## src/pldm_consts.svh

```systemverilog
`ifndef PLDM_CONSTS_SVH
`define PLDM_CONSTS_SVH

// Clock period in picoseconds
`define PLDM_CLK_PERIOD_PS   32'h0000_C350
// Timing unit variants in picoseconds: 2 us, 0.8 us, 0.75 us
`define PLDM_UNIT_2US_PS     (32'h0000_07D0 * 32'h0000_03E8)
`define PLDM_UNIT_0P8US_PS   (32'h0000_0320 * 32'h0000_03E8)
`define PLDM_UNIT_0P75US_PS  (32'h0000_02EE * 32'h0000_03E8)
`define PLDM_PIN_COUNT       32'h0000_0010
`define PLDM_PIN_SEL_W       4
`define PLDM_COUNT_W         16
`define PLDM_COUNT_MAX       16'hFFFF
`define PLDM_COUNT_ZERO      16'h0000
`define PLDM_COUNT_ONE       16'h0001
`define PLDM_PIN_ALL_OUT     16'hFFFF
`define PLDM_TICK_W          8

`endif

```

## src/pldm_pkg.sv

```systemverilog
package pldm_pkg;
    typedef enum logic [1:0] {
        PLDM_IDLE    = 2'b00,
        PLDM_SETTLE  = 2'b01,
        PLDM_MEASURE = 2'b11
    } pldm_state_t;

    typedef enum logic [1:0] {
        PLDM_UNIT_2US   = 2'b00,
        PLDM_UNIT_0P8US = 2'b01,
        PLDM_UNIT_0P75US = 2'b10
    } pldm_unit_t;
endpackage

```

## src/pin_level_duration_measure.sv

```systemverilog
`include "pldm_consts.svh"

// Overview of operation
// RQ1 - Pin selector 0..15; selected pin turned to input at measurement start.
// RQ2 - Level operand picks timed level; leaving it ends measurement, stores count.
// RQ3 - Counter advances once per unit: 2, 0.8 or 0.75 microseconds.
// RQ4 - Stop on first timing cycle where sampled pin differs from level.
// RQ5 - Pin already off-level at start reports count of one.
// RQ6 - Level held beyond 65535 cycles ends measurement with count zero.
// RQ7 - Controller precharges network at chosen level, e.g. 1 ms, beforehand.
// RQ8 - Start pulse with operands; done pulse; count held until next start.
module pin_level_duration_measure
    import pldm_pkg::*;
#(
    parameter pldm_unit_t UNIT = PLDM_UNIT_2US
) (
    input  wire logic                       sys_clk,
    input  wire logic                       rst,
    input  wire logic                       start,
    input  wire logic [`PLDM_PIN_SEL_W-1:0] pinSel,
    input  wire logic                       level,
    input  wire logic [`PLDM_PIN_COUNT-1:0] pinIn,
    input  wire logic [`PLDM_PIN_COUNT-1:0] pinDriveOut,
    input  wire logic [`PLDM_PIN_COUNT-1:0] pinDriveEn_n,
    output logic      [`PLDM_PIN_COUNT-1:0] pinOut,
    output logic      [`PLDM_PIN_COUNT-1:0] pinOe_n,
    output logic                            busy,
    output logic                            done,
    output logic      [`PLDM_COUNT_W-1:0]   count
);
    // Whole clocks per unit at 50 ns: 40, 16 or 15; no fractional units needed
    localparam longint unsigned UNIT_PS =
        (UNIT == PLDM_UNIT_0P8US)  ? `PLDM_UNIT_0P8US_PS :
        (UNIT == PLDM_UNIT_0P75US) ? `PLDM_UNIT_0P75US_PS : `PLDM_UNIT_2US_PS;
    localparam int unsigned UNIT_CYCLES = int'(UNIT_PS / `PLDM_CLK_PERIOD_PS);

    pldm_state_t                 state_reg, state_next;
    logic [`PLDM_PIN_COUNT-1:0]  sync1_reg, sync2_reg;
    logic [`PLDM_PIN_SEL_W-1:0]  sel_reg;
    logic                        level_reg;
    logic [`PLDM_COUNT_W-1:0]    cycles_reg, cycles_next;
    logic [`PLDM_COUNT_W-1:0]    count_reg, count_next;
    logic                        done_reg;
    logic                        busy_reg;
    logic [`PLDM_PIN_COUNT-1:0]  pinOut_reg, pinOe_n_reg;
    logic                        unitTick;

    // Pins are off-domain: two stages before any reader
    always_ff @(posedge sys_clk) begin
        if (rst) begin
            sync1_reg <= '0;
            sync2_reg <= '0;
        end else begin
            sync1_reg <= pinIn;
            sync2_reg <= sync1_reg;
        end
    end

    wire logic inMeasure  = (state_reg == PLDM_MEASURE);
    wire logic takeStart  = start && (state_reg == PLDM_IDLE);
    wire logic pinLevel   = sync2_reg[sel_reg];
    // Sampled once per timing unit
    wire logic offLevel   = (pinLevel != level_reg);
    wire logic atMax      = (cycles_reg == `PLDM_COUNT_MAX);
    wire logic finish     = inMeasure && unitTick && (offLevel || atMax);

    // RQ3 unit divider
    pldm_unit_tick #(
        .UNIT_CYCLES(UNIT_CYCLES)
    ) u_tick (
        .sys_clk(sys_clk),
        .rst    (rst),
        .run    (inMeasure),
        .tick   (unitTick)
    );

    always_comb begin
        state_next  = state_reg;
        cycles_next = cycles_reg;
        count_next  = count_reg;
        unique case (state_reg)
            PLDM_IDLE: begin
                if (takeStart) begin
                    state_next = PLDM_SETTLE;
                end
            end
            // Give the input switch one cycle to reach the synchroniser
            PLDM_SETTLE: begin
                state_next  = PLDM_MEASURE;
                cycles_next = `PLDM_COUNT_ZERO;
            end
            PLDM_MEASURE: begin
                if (unitTick) begin
                    cycles_next = cycles_reg + `PLDM_COUNT_ONE;
                end
                if (finish) begin
                    state_next = PLDM_IDLE;
                    // RQ6 overflow zero
                    if (!offLevel && atMax) begin
                        count_next = `PLDM_COUNT_ZERO;
                    // RQ5 RQ4 stop count
                    end else begin
                        count_next = cycles_reg + `PLDM_COUNT_ONE;
                    end
                end
            end
            default: state_next = PLDM_IDLE;
        endcase
    end

    always_ff @(posedge sys_clk) begin
        if (rst) begin
            state_reg  <= PLDM_IDLE;
            sel_reg    <= '0;
            level_reg  <= 1'b0;
            cycles_reg <= `PLDM_COUNT_ZERO;
            count_reg  <= `PLDM_COUNT_ZERO;
            done_reg   <= 1'b0;
            busy_reg   <= 1'b0;
        end else begin
            state_reg  <= state_next;
            // Registered so the output comes straight from a flop
            busy_reg   <= (state_next != PLDM_IDLE);
            cycles_reg <= cycles_next;
            // RQ8 held result
            count_reg  <= count_next;
            done_reg   <= finish;
            // RQ1 RQ2 latch operands
            if (takeStart) begin
                sel_reg   <= pinSel;
                level_reg <= level;
            end
        end
    end

    // One-hot pin mask, kept at the pin count width
    function automatic logic [`PLDM_PIN_COUNT-1:0] pinMask(
        input logic [`PLDM_PIN_SEL_W-1:0] sel
    );
        logic [`PLDM_PIN_COUNT-1:0] one;
        one = {{(`PLDM_PIN_COUNT-1){1'b0}}, 1'b1};
        return one << sel;
    endfunction

    // RQ1 input mode during measurement
    wire logic [`PLDM_PIN_COUNT-1:0] releaseMask =
        (state_reg != PLDM_IDLE) ? pinMask(sel_reg) : '0;

    always_ff @(posedge sys_clk) begin
        if (rst) begin
            pinOut_reg  <= '0;
            pinOe_n_reg <= `PLDM_PIN_ALL_OUT;
        end else begin
            pinOut_reg  <= pinDriveOut;
            pinOe_n_reg <= pinDriveEn_n | releaseMask;
        end
    end

    assign pinOut  = pinOut_reg;
    assign pinOe_n = pinOe_n_reg;
    assign busy    = busy_reg;
    assign done    = done_reg;
    assign count   = count_reg;
endmodule

```

## src/pldm_unit_tick.sv

```systemverilog
`include "pldm_consts.svh"

// Divider cleared while run is low, restarting from zero; one pulse per timing unit while enabled
module pldm_unit_tick
    import pldm_pkg::*;
#(
    parameter int unsigned UNIT_CYCLES = 40
) (
    input  wire logic sys_clk,
    input  wire logic rst,
    input  wire logic run,
    output logic      tick
);
    localparam logic [`PLDM_TICK_W-1:0] LAST = `PLDM_TICK_W'(UNIT_CYCLES - 1);

    logic [`PLDM_TICK_W-1:0] divCount_reg;
    logic                    tick_reg;
    wire  logic              atLast = (divCount_reg == LAST);

    always_ff @(posedge sys_clk) begin
        if (rst || !run) begin
            divCount_reg <= '0;
            tick_reg     <= 1'b0;
        end else begin
            divCount_reg <= atLast ? '0 : divCount_reg + 1'b1;
            tick_reg     <= atLast;
        end
    end

    assign tick = tick_reg;
endmodule
```

## config.mk

```make
export PLATFORM = sky130hd
export DESIGN_NAME = pin_level_duration_measure
export DESIGN_NICKNAME = d
export VERILOG_FILES = /design/src/pldm_pkg.sv /design/src/pin_level_duration_measure.sv /design/src/pldm_unit_tick.sv
export VERILOG_INCLUDE_DIRS = /design/src /design/src/src
export SDC_FILE = /design/constraint.sdc
export NUM_CORES = 1
export LEC_CHECK = 0
export BUFFER_PORTS_ARGS = -buffer_cell sky130_fd_sc_hd__buf_2
export CORE_ASPECT_RATIO = 0.8
export CORE_MARGIN = 2
export CORE_UTILIZATION = 47
export CTS_BUF_LIST = sky130_fd_sc_hd__clkbuf_8 sky130_fd_sc_hd__clkbuf_16
export DETAILED_ROUTE_END_ITERATION = 10
export GPL_ROUTABILITY_DRIVEN = 0
export PLACE_DENSITY = 0.83
export SLEW_MARGIN = 20
export SYNTH_ARGS = -nofsm -noshare
export SYNTH_HDL_FRONTEND = slang
export SYNTH_SLANG_ARGS = --single-unit
```

## constraint.sdc

```tcl
create_clock -name sys_clk -period 2.4 [get_ports sys_clk]
set_clock_uncertainty 0.15 [all_clocks]
set_input_delay 0.24 -clock sys_clk [delete_from_list [all_inputs] [get_ports sys_clk]]
set_output_delay 0.24 -clock sys_clk [all_outputs]
set_load 0.005 [all_outputs]
```

==> flow_metrics.env, run 1 <==
export IMPL_outcome="finished, final reports clean"
export IMPL_ys_types=48
export IMPL_synth_area_um2=4247
export IMPL_fin_tns_setup_ns=0
export IMPL_std_cell_rows=30
export IMPL_dieArea_um2=9817
export IMPL_hpwl_um=6623
export IMPL_clock_path_buffers=2
export IMPL_tightest_slew_ns=0.5857
export IMPL_r2r_slack_ns=0.11
export IMPL_ir_drop_mv=0.4854
export IMPL_yosysSeqAreaShare_pct=53.74
export IMPL_clock_latency_ns=0.41
export IMPL_min_delay_path_depth=3
export IMPL_synthCells=438
export IMPL_grt_pass1_wl_um=18890
export IMPL_grt_pass1_vias=3775
export IMPL_slew_violations=0
export IMPL_end_kind="flip-flop"
export IMPL_syn_nets=496
export IMPL_synthArstFlopShare_pct=0
export IMPL_worstSetupPathType="reg2reg"
export IMPL_hp_class="in2reg"
export IMPL_avgSynthCellArea_um2=9.695
export IMPL_final_core_util_pct=69.52
export IMPL_cts_htree_levels=4
export IMPL_root_buffer="clkbuf_16"
export IMPL_worst_ep_arrival_time_ns=2.49
export IMPL_area_delta_synth_final_pct=41.34
export IMPL_final_cell_mix="dfxtp_1 (111), buf_2 (104), dlygate4sd3_1 (53)"
export IMPL_start_kind="flip-flop"
export IMPL_drc=0
export IMPL_die_x_um=110.3
export IMPL_grt_max_degree=51
export IMPL_io_pins=106
export IMPL_setup_viol=0
export IMPL_fp_dieH_um=89.02
export IMPL_crit_cells=6
export IMPL_path_cells="nand4_1 > or4_1 > nor2_2 > xnor2_1 > a2111o_1 > nand3_1"
export IMPL_fmax_mhz=437.6
export IMPL_critical_path_slowest_cell="or4_1"
export IMPL_cp_startpoint="cycles_reg[6]"
export IMPL_antennaDiodeCount=0
export IMPL_overflow=0
export IMPL_timing_rr_start="cycles_reg[6]"
export IMPL_path_buf_inv=0
export IMPL_clock_sinks=114
export IMPL_worstPathRequired_ns=2.60
export IMPL_hold_viol_final=0
export IMPL_nFillCells=587
export IMPL_cts_buffers=17
export IMPL_finalNetCount=657
export IMPL_rr_endpoint="count[15]"
export IMPL_multi_input_area_um2=1757
export IMPL_clkTransAtPathRegs_ns=0.06
export IMPL_start_util_pct=49.19
export IMPL_worstHoldStart="start"
export IMPL_cts_tree="done"
export IMPL_drt_iter0_markers=291
export IMPL_min_to="busy"
export IMPL_wire_per_inst_um=16.88
export IMPL_ys_ff_latch=114
export IMPL_post_route_period_util_pct=95.22
export IMPL_port_buffers=105
export IMPL_slew_headroom_pct=60.87
export IMPL_viasPerCell=5.358
export IMPL_rsz0062_at_grt="false"
export IMPL_track_usage_pct=25.86
export IMPL_synth_edf_count=0
export IMPL_max_stage_delay_ns=0.65
export IMPL_wl_um=12220
export IMPL_seq_area_um2=2286
export IMPL_critical_path_top_delay_family="simple AND/OR/NAND/NOR gates"
export IMPL_r2r_cells=6
export IMPL_final_antenna_net_count=0
export IMPL_antenna_found_initial=0
export IMPL_dr_total_vias=3879
export IMPL_yosysWarningCount=0
export IMPL_min_period_ns=2.285
export IMPL_p_leak_nw=2.444
export IMPL_final_common_cell="dfxtp_1"
export IMPL_core_area_um2=8633
export IMPL_powerDensity_nw_per_um2=814.7
export IMPL_drive_gt1_share_pct=26.63
export IMPL_maxCapViolations=0
export IMPL_dr_pass1_iters=5
export IMPL_critPathMaxFanout=8
export IMPL_ys_dominant_reg_cell="dfxtp_1"
[power by group]
part / total (mW) / internal [mW] / switching (mW)
sequential: 1.99 / 1.96 / 0.0352
clock: 2.57 / 1.65 / 0.913
combinational: 0.331 / 0.177 / 0.154
total: 4.89 / 3.79 / 1.10
[what timing repair did]
action | in CTS | in global routing
endpoints found under the setup margin | 12 | 20
buffers inserted | 0 | 0
hold buffers | 53 | 0
pin swaps | 0 | 0
endpoints found under the hold margin | 53 | 0
gates resized for setup | 2 | 4
[final cells by class]
class	instances	share of cell area, %
sequential	114	38.09
multi-input combinational	278	29.27
timing repair buffer	170	19.14
clock buffer	18	7.317
clock inverter	14	2.731
tap	112	2.335
inverter	18	1.126
[layer usage]
metal,vias to the layer above,GRT usage (%),part of all wire (%)
li1,1822,-,-
met1,1819,28.71,39
met2,191,43.56,49
met3,47,8.965,7.2
met4,0,14.77,5.0
met5,-,0,0
[metrics by stage]
step	hold slack, ns	setup slack (ns)	area (µm²)	instances	power, mW
floorplan	0.1886	0.1715	4247	438	2.165
global placement	0.2767	0.1888	4852	639	2.259
detailed placement	0.2771	0.09154	4852	639	2.270
CTS	0.09956	0.03668	5988	724	4.859
global route	0.1430	0.01834	6002	724	5.033
finish	0.1190	0.1147	6002	724	4.890
[cells by family after synthesis]
group / after synthesis / share of synthesized area (%)
AOI/OAI and AO/OA: 75 / 12.49
xor gates and xnor gates: 19 / 3.919
adders and majority gates: 2 / 0.5892
buffers and inverters: 46 / 5.186
DFF: 114 / 53.74
muxes: 12 / 2.858
and+or+nand+nor: 170 / 21.21
[Yosys cell counts (8+ instances only)]
cell type / count / area share, %
dfxtp_1: 114 / 54
nor2b_1: 52 / 7.7
nor2_1: 43 / 3.8
clkbuf_1: 19 / 1.7
nand2_1: 19 / 1.7
a21oi_1: 18 / 2.1
inv_1: 18 / 1.6
nand3_1: 15 / 1.8
o21ai_0: 15 / 1.8
o32ai_1: 12 / 2.5
mux2i_1: 11 / 2.6
xor2_1: 11 / 2.3
xnor2_1: 8 / 1.7
[worst min-delay path: stages]
cell,delay (ns)
buf_2,0.11
a21oi_1,0.19
a311oi_1,0.07
[how the worst max path moves through the flow]
| stage | endpoint | slack (ns) |
|---|---|---|
| after floorplan | count[10] | 0.17 |
| after global placement | count[3] | 0.19 |
| after detailed placement | count[1] | 0.09 |
| after CTS | count[3] | 0.04 |
| after global routing | count[15] | 0.02 |
| final | count[15] | 0.11 |
No activity file was read; power rests on OpenSTA's default activity.
==> inputs of run 2 (changes only) <==
--- a/config.mk
+++ b/config.mk
@@ -17,4 +17,5 @@
 export SLEW_MARGIN = 20
 export SYNTH_ARGS = -nofsm -noshare
 export SYNTH_HDL_FRONTEND = slang
+export SYNTH_HIERARCHICAL = 1
 export SYNTH_SLANG_ARGS = --single-unit
==> flow_metrics.env, run 2 <==
export IMPL_core_area_um2=8558
export IMPL_dieArea_um2=9639
export IMPL_fin_tns_setup_ns=0
export IMPL_port_buffers=105
export IMPL_hp_class="in2reg"
export IMPL_fmax_mhz=443.5
export IMPL_drt_iter0_markers=184
export IMPL_area_delta_synth_final_pct=42.82
export IMPL_slew_violations=0
export IMPL_slew_headroom_pct=60.65
export IMPL_cts_tree="done"
export IMPL_synth_area_um2=4166
export IMPL_ir_drop_mv=0.5781
export IMPL_yosysSeqAreaShare_pct=54.77
export IMPL_critPathMaxFanout=15
export IMPL_rsz0062_at_grt="false"
export IMPL_drive_gt1_share_pct=27.58
export IMPL_ys_ff_latch=114
export IMPL_post_route_period_util_pct=93.94
export IMPL_nFillCells=557
export IMPL_final_common_cell="dfxtp_1"
export IMPL_worstPathRequired_ns=2.62
export IMPL_ys_types=42
export IMPL_antennaDiodeCount=0
export IMPL_grt_max_degree=61
export IMPL_synth_top_area_share_pct=54.77
export IMPL_synth_common_cells="dfxtp_1 (114), nor2b_1 (50), nor2_1 (35), nand2_1 (28)"
export IMPL_clock_path_buffers=2
export IMPL_worstSetupPathType="reg2reg"
export IMPL_start_kind="flip-flop"
export IMPL_wl_um=10470
export IMPL_track_usage_pct=23.11
export IMPL_wire_per_inst_um=14.89
export IMPL_synth_most_common_cell="dfxtp_1"
export IMPL_clock_latency_ns=0.51
export IMPL_final_antenna_net_count=0
export IMPL_synth_edf_count=0
export IMPL_grt_pass1_vias=3662
export IMPL_hold_viol_final=0
export IMPL_syn_nets=471
export IMPL_tightest_slew_ns=0.5858
export IMPL_final_cell_mix="dfxtp_1 (113), buf_2 (104), dlygate4sd3_1 (54)"
export IMPL_min_period_ns=2.255
export IMPL_place_inst=617
export IMPL_io_pins=106
export IMPL_seq_area_um2=2283
export IMPL_p_leak_nw=2.447
export IMPL_overflow=0
export IMPL_yosys_top_cells_area="dfxtp_1 (55%), nor2b_1 (7.5%), nor2_1 (3.2%), nand2_1 (2.5%), o32ai_2 (2.3%)"
export IMPL_layout_setup_ws_ns=0.1454
export IMPL_synthCells=412
export IMPL_maxCapViolations=0
export IMPL_yosysWarningCount=6
export IMPL_clkTransAtPathRegs_ns=0.06
export IMPL_synthArstFlopShare_pct=0
export IMPL_end_kind="flip-flop"
export IMPL_multi_input_area_um2=1714
export IMPL_ys_dominant_reg_cell="dfxtp_1"
export IMPL_stdcell_count=703
export IMPL_dr_total_vias=3551
export IMPL_clock_sinks=114
export IMPL_drc=0
export IMPL_cts_htree_levels=4
export IMPL_power_total_mw=4.790
export IMPL_hpwl_um=6153
export IMPL_worst_ep_arrival_time_ns=2.48
export IMPL_viasPerCell=5.051
export IMPL_outcome="finished, final reports clean"
export IMPL_fp_dieH_um=88.22
export IMPL_antenna_found_initial=0
export IMPL_cts_buffers=17
export IMPL_avgSynthCellArea_um2=10.11
export IMPL_dp_worst_setup_slack_ns=0.09061
export IMPL_finalNetCount=637
export IMPL_dr_pass1_iters=4
export IMPL_root_buffer="clkbuf_8"
export IMPL_grt_pass1_wl_um=17170
export IMPL_std_cell_rows=30
export IMPL_powerDensity_nw_per_um2=805.0
export IMPL_die_x_um=109.3
export IMPL_start_util_pct=48.68
export IMPL_setup_viol=0
export IMPL_synth_largest_area_cell="dfxtp_1"
-- run 2: layout make-up --
type	count	share of cell area, %
inverter	19	1.198
multi-input combinational	259	28.81
clock buffer	17	6.960
timing repair buffer	167	19.39
tap	112	2.355
sequential	114	38.37
clock inverter	15	2.923
-- run 2: layer usage --
layer	track usage, %	vias up	part of all wire (%)
met1	27.44	1663	42
met4	7.825	0	1.6
met2	39.36	121	50
met3	8.174	17	6.1
li1	-	1750	-
met5	0	-	0
-- run 2: logic make-up after synthesis --
logic type	after synthesis	synth area share [%]
AOI/OAI and AO/OA	71	13.48
xor gates and xnor gates	17	3.574
adders and majority gates	3	0.9010
buffers and inverters	39	4.084
DFF	114	54.77
muxes	9	3.363
and+or+nand+nor	159	19.82
-- run 2: worst paths after layout --
path	cells after the start	startpoint	to	slack [ns]
setup / recovery	5	sel_reg[3]	count[9]	0.15
hold / removal	2	rst	sel_reg[1]	0.03
setup reg to reg	5	sel_reg[3]	count[9]	0.15
hold reg to reg	1	sync1_reg[6]	sync2_reg[6]	0.29
-- run 2: report_power, final --
| group | internal (mW) | switching, mW | leakage [nW] |
|---|---|---|---|
| combinational | 0.178 | 0.141 | 1.23 |
| sequential | 1.96 | 0.0356 | 0.936 |
| clock | 1.51 | 0.969 | 0.283 |
-- run 2: what timing repair did --
| action | CTS | global route |
|---|---|---|
| hold buffers | 54 | 0 |
| buffers inserted | 0 | 0 |
| gates resized for setup | 0 | 1 |
| setup endpoints to repair | 0 | 15 |
| endpoints found under the hold margin | 55 | 0 |
-- run 2: per-stage QoR --
step | util, % | hold slack, ns | instance area [µm²]
finish | 69.53 | 0.03177 | 5951
global route | 69.53 | 0.03314 | 5951
floorplan | - | 0.1886 | 4167
detailed placement | 56.33 | 0.2739 | 4821
CTS | 69.52 | 0.001061 | 5949
global placement | 56.33 | 0.2774 | 4821
-- run 2: critical path, cell delays in order, from the launching register on --
cell and delay [ns]:
dfxtp_1 0.58, mux4_2 0.39, a22oi_2 0.23, a21o_2 0.23, a21o_2 0.37, o32ai_1 0.16
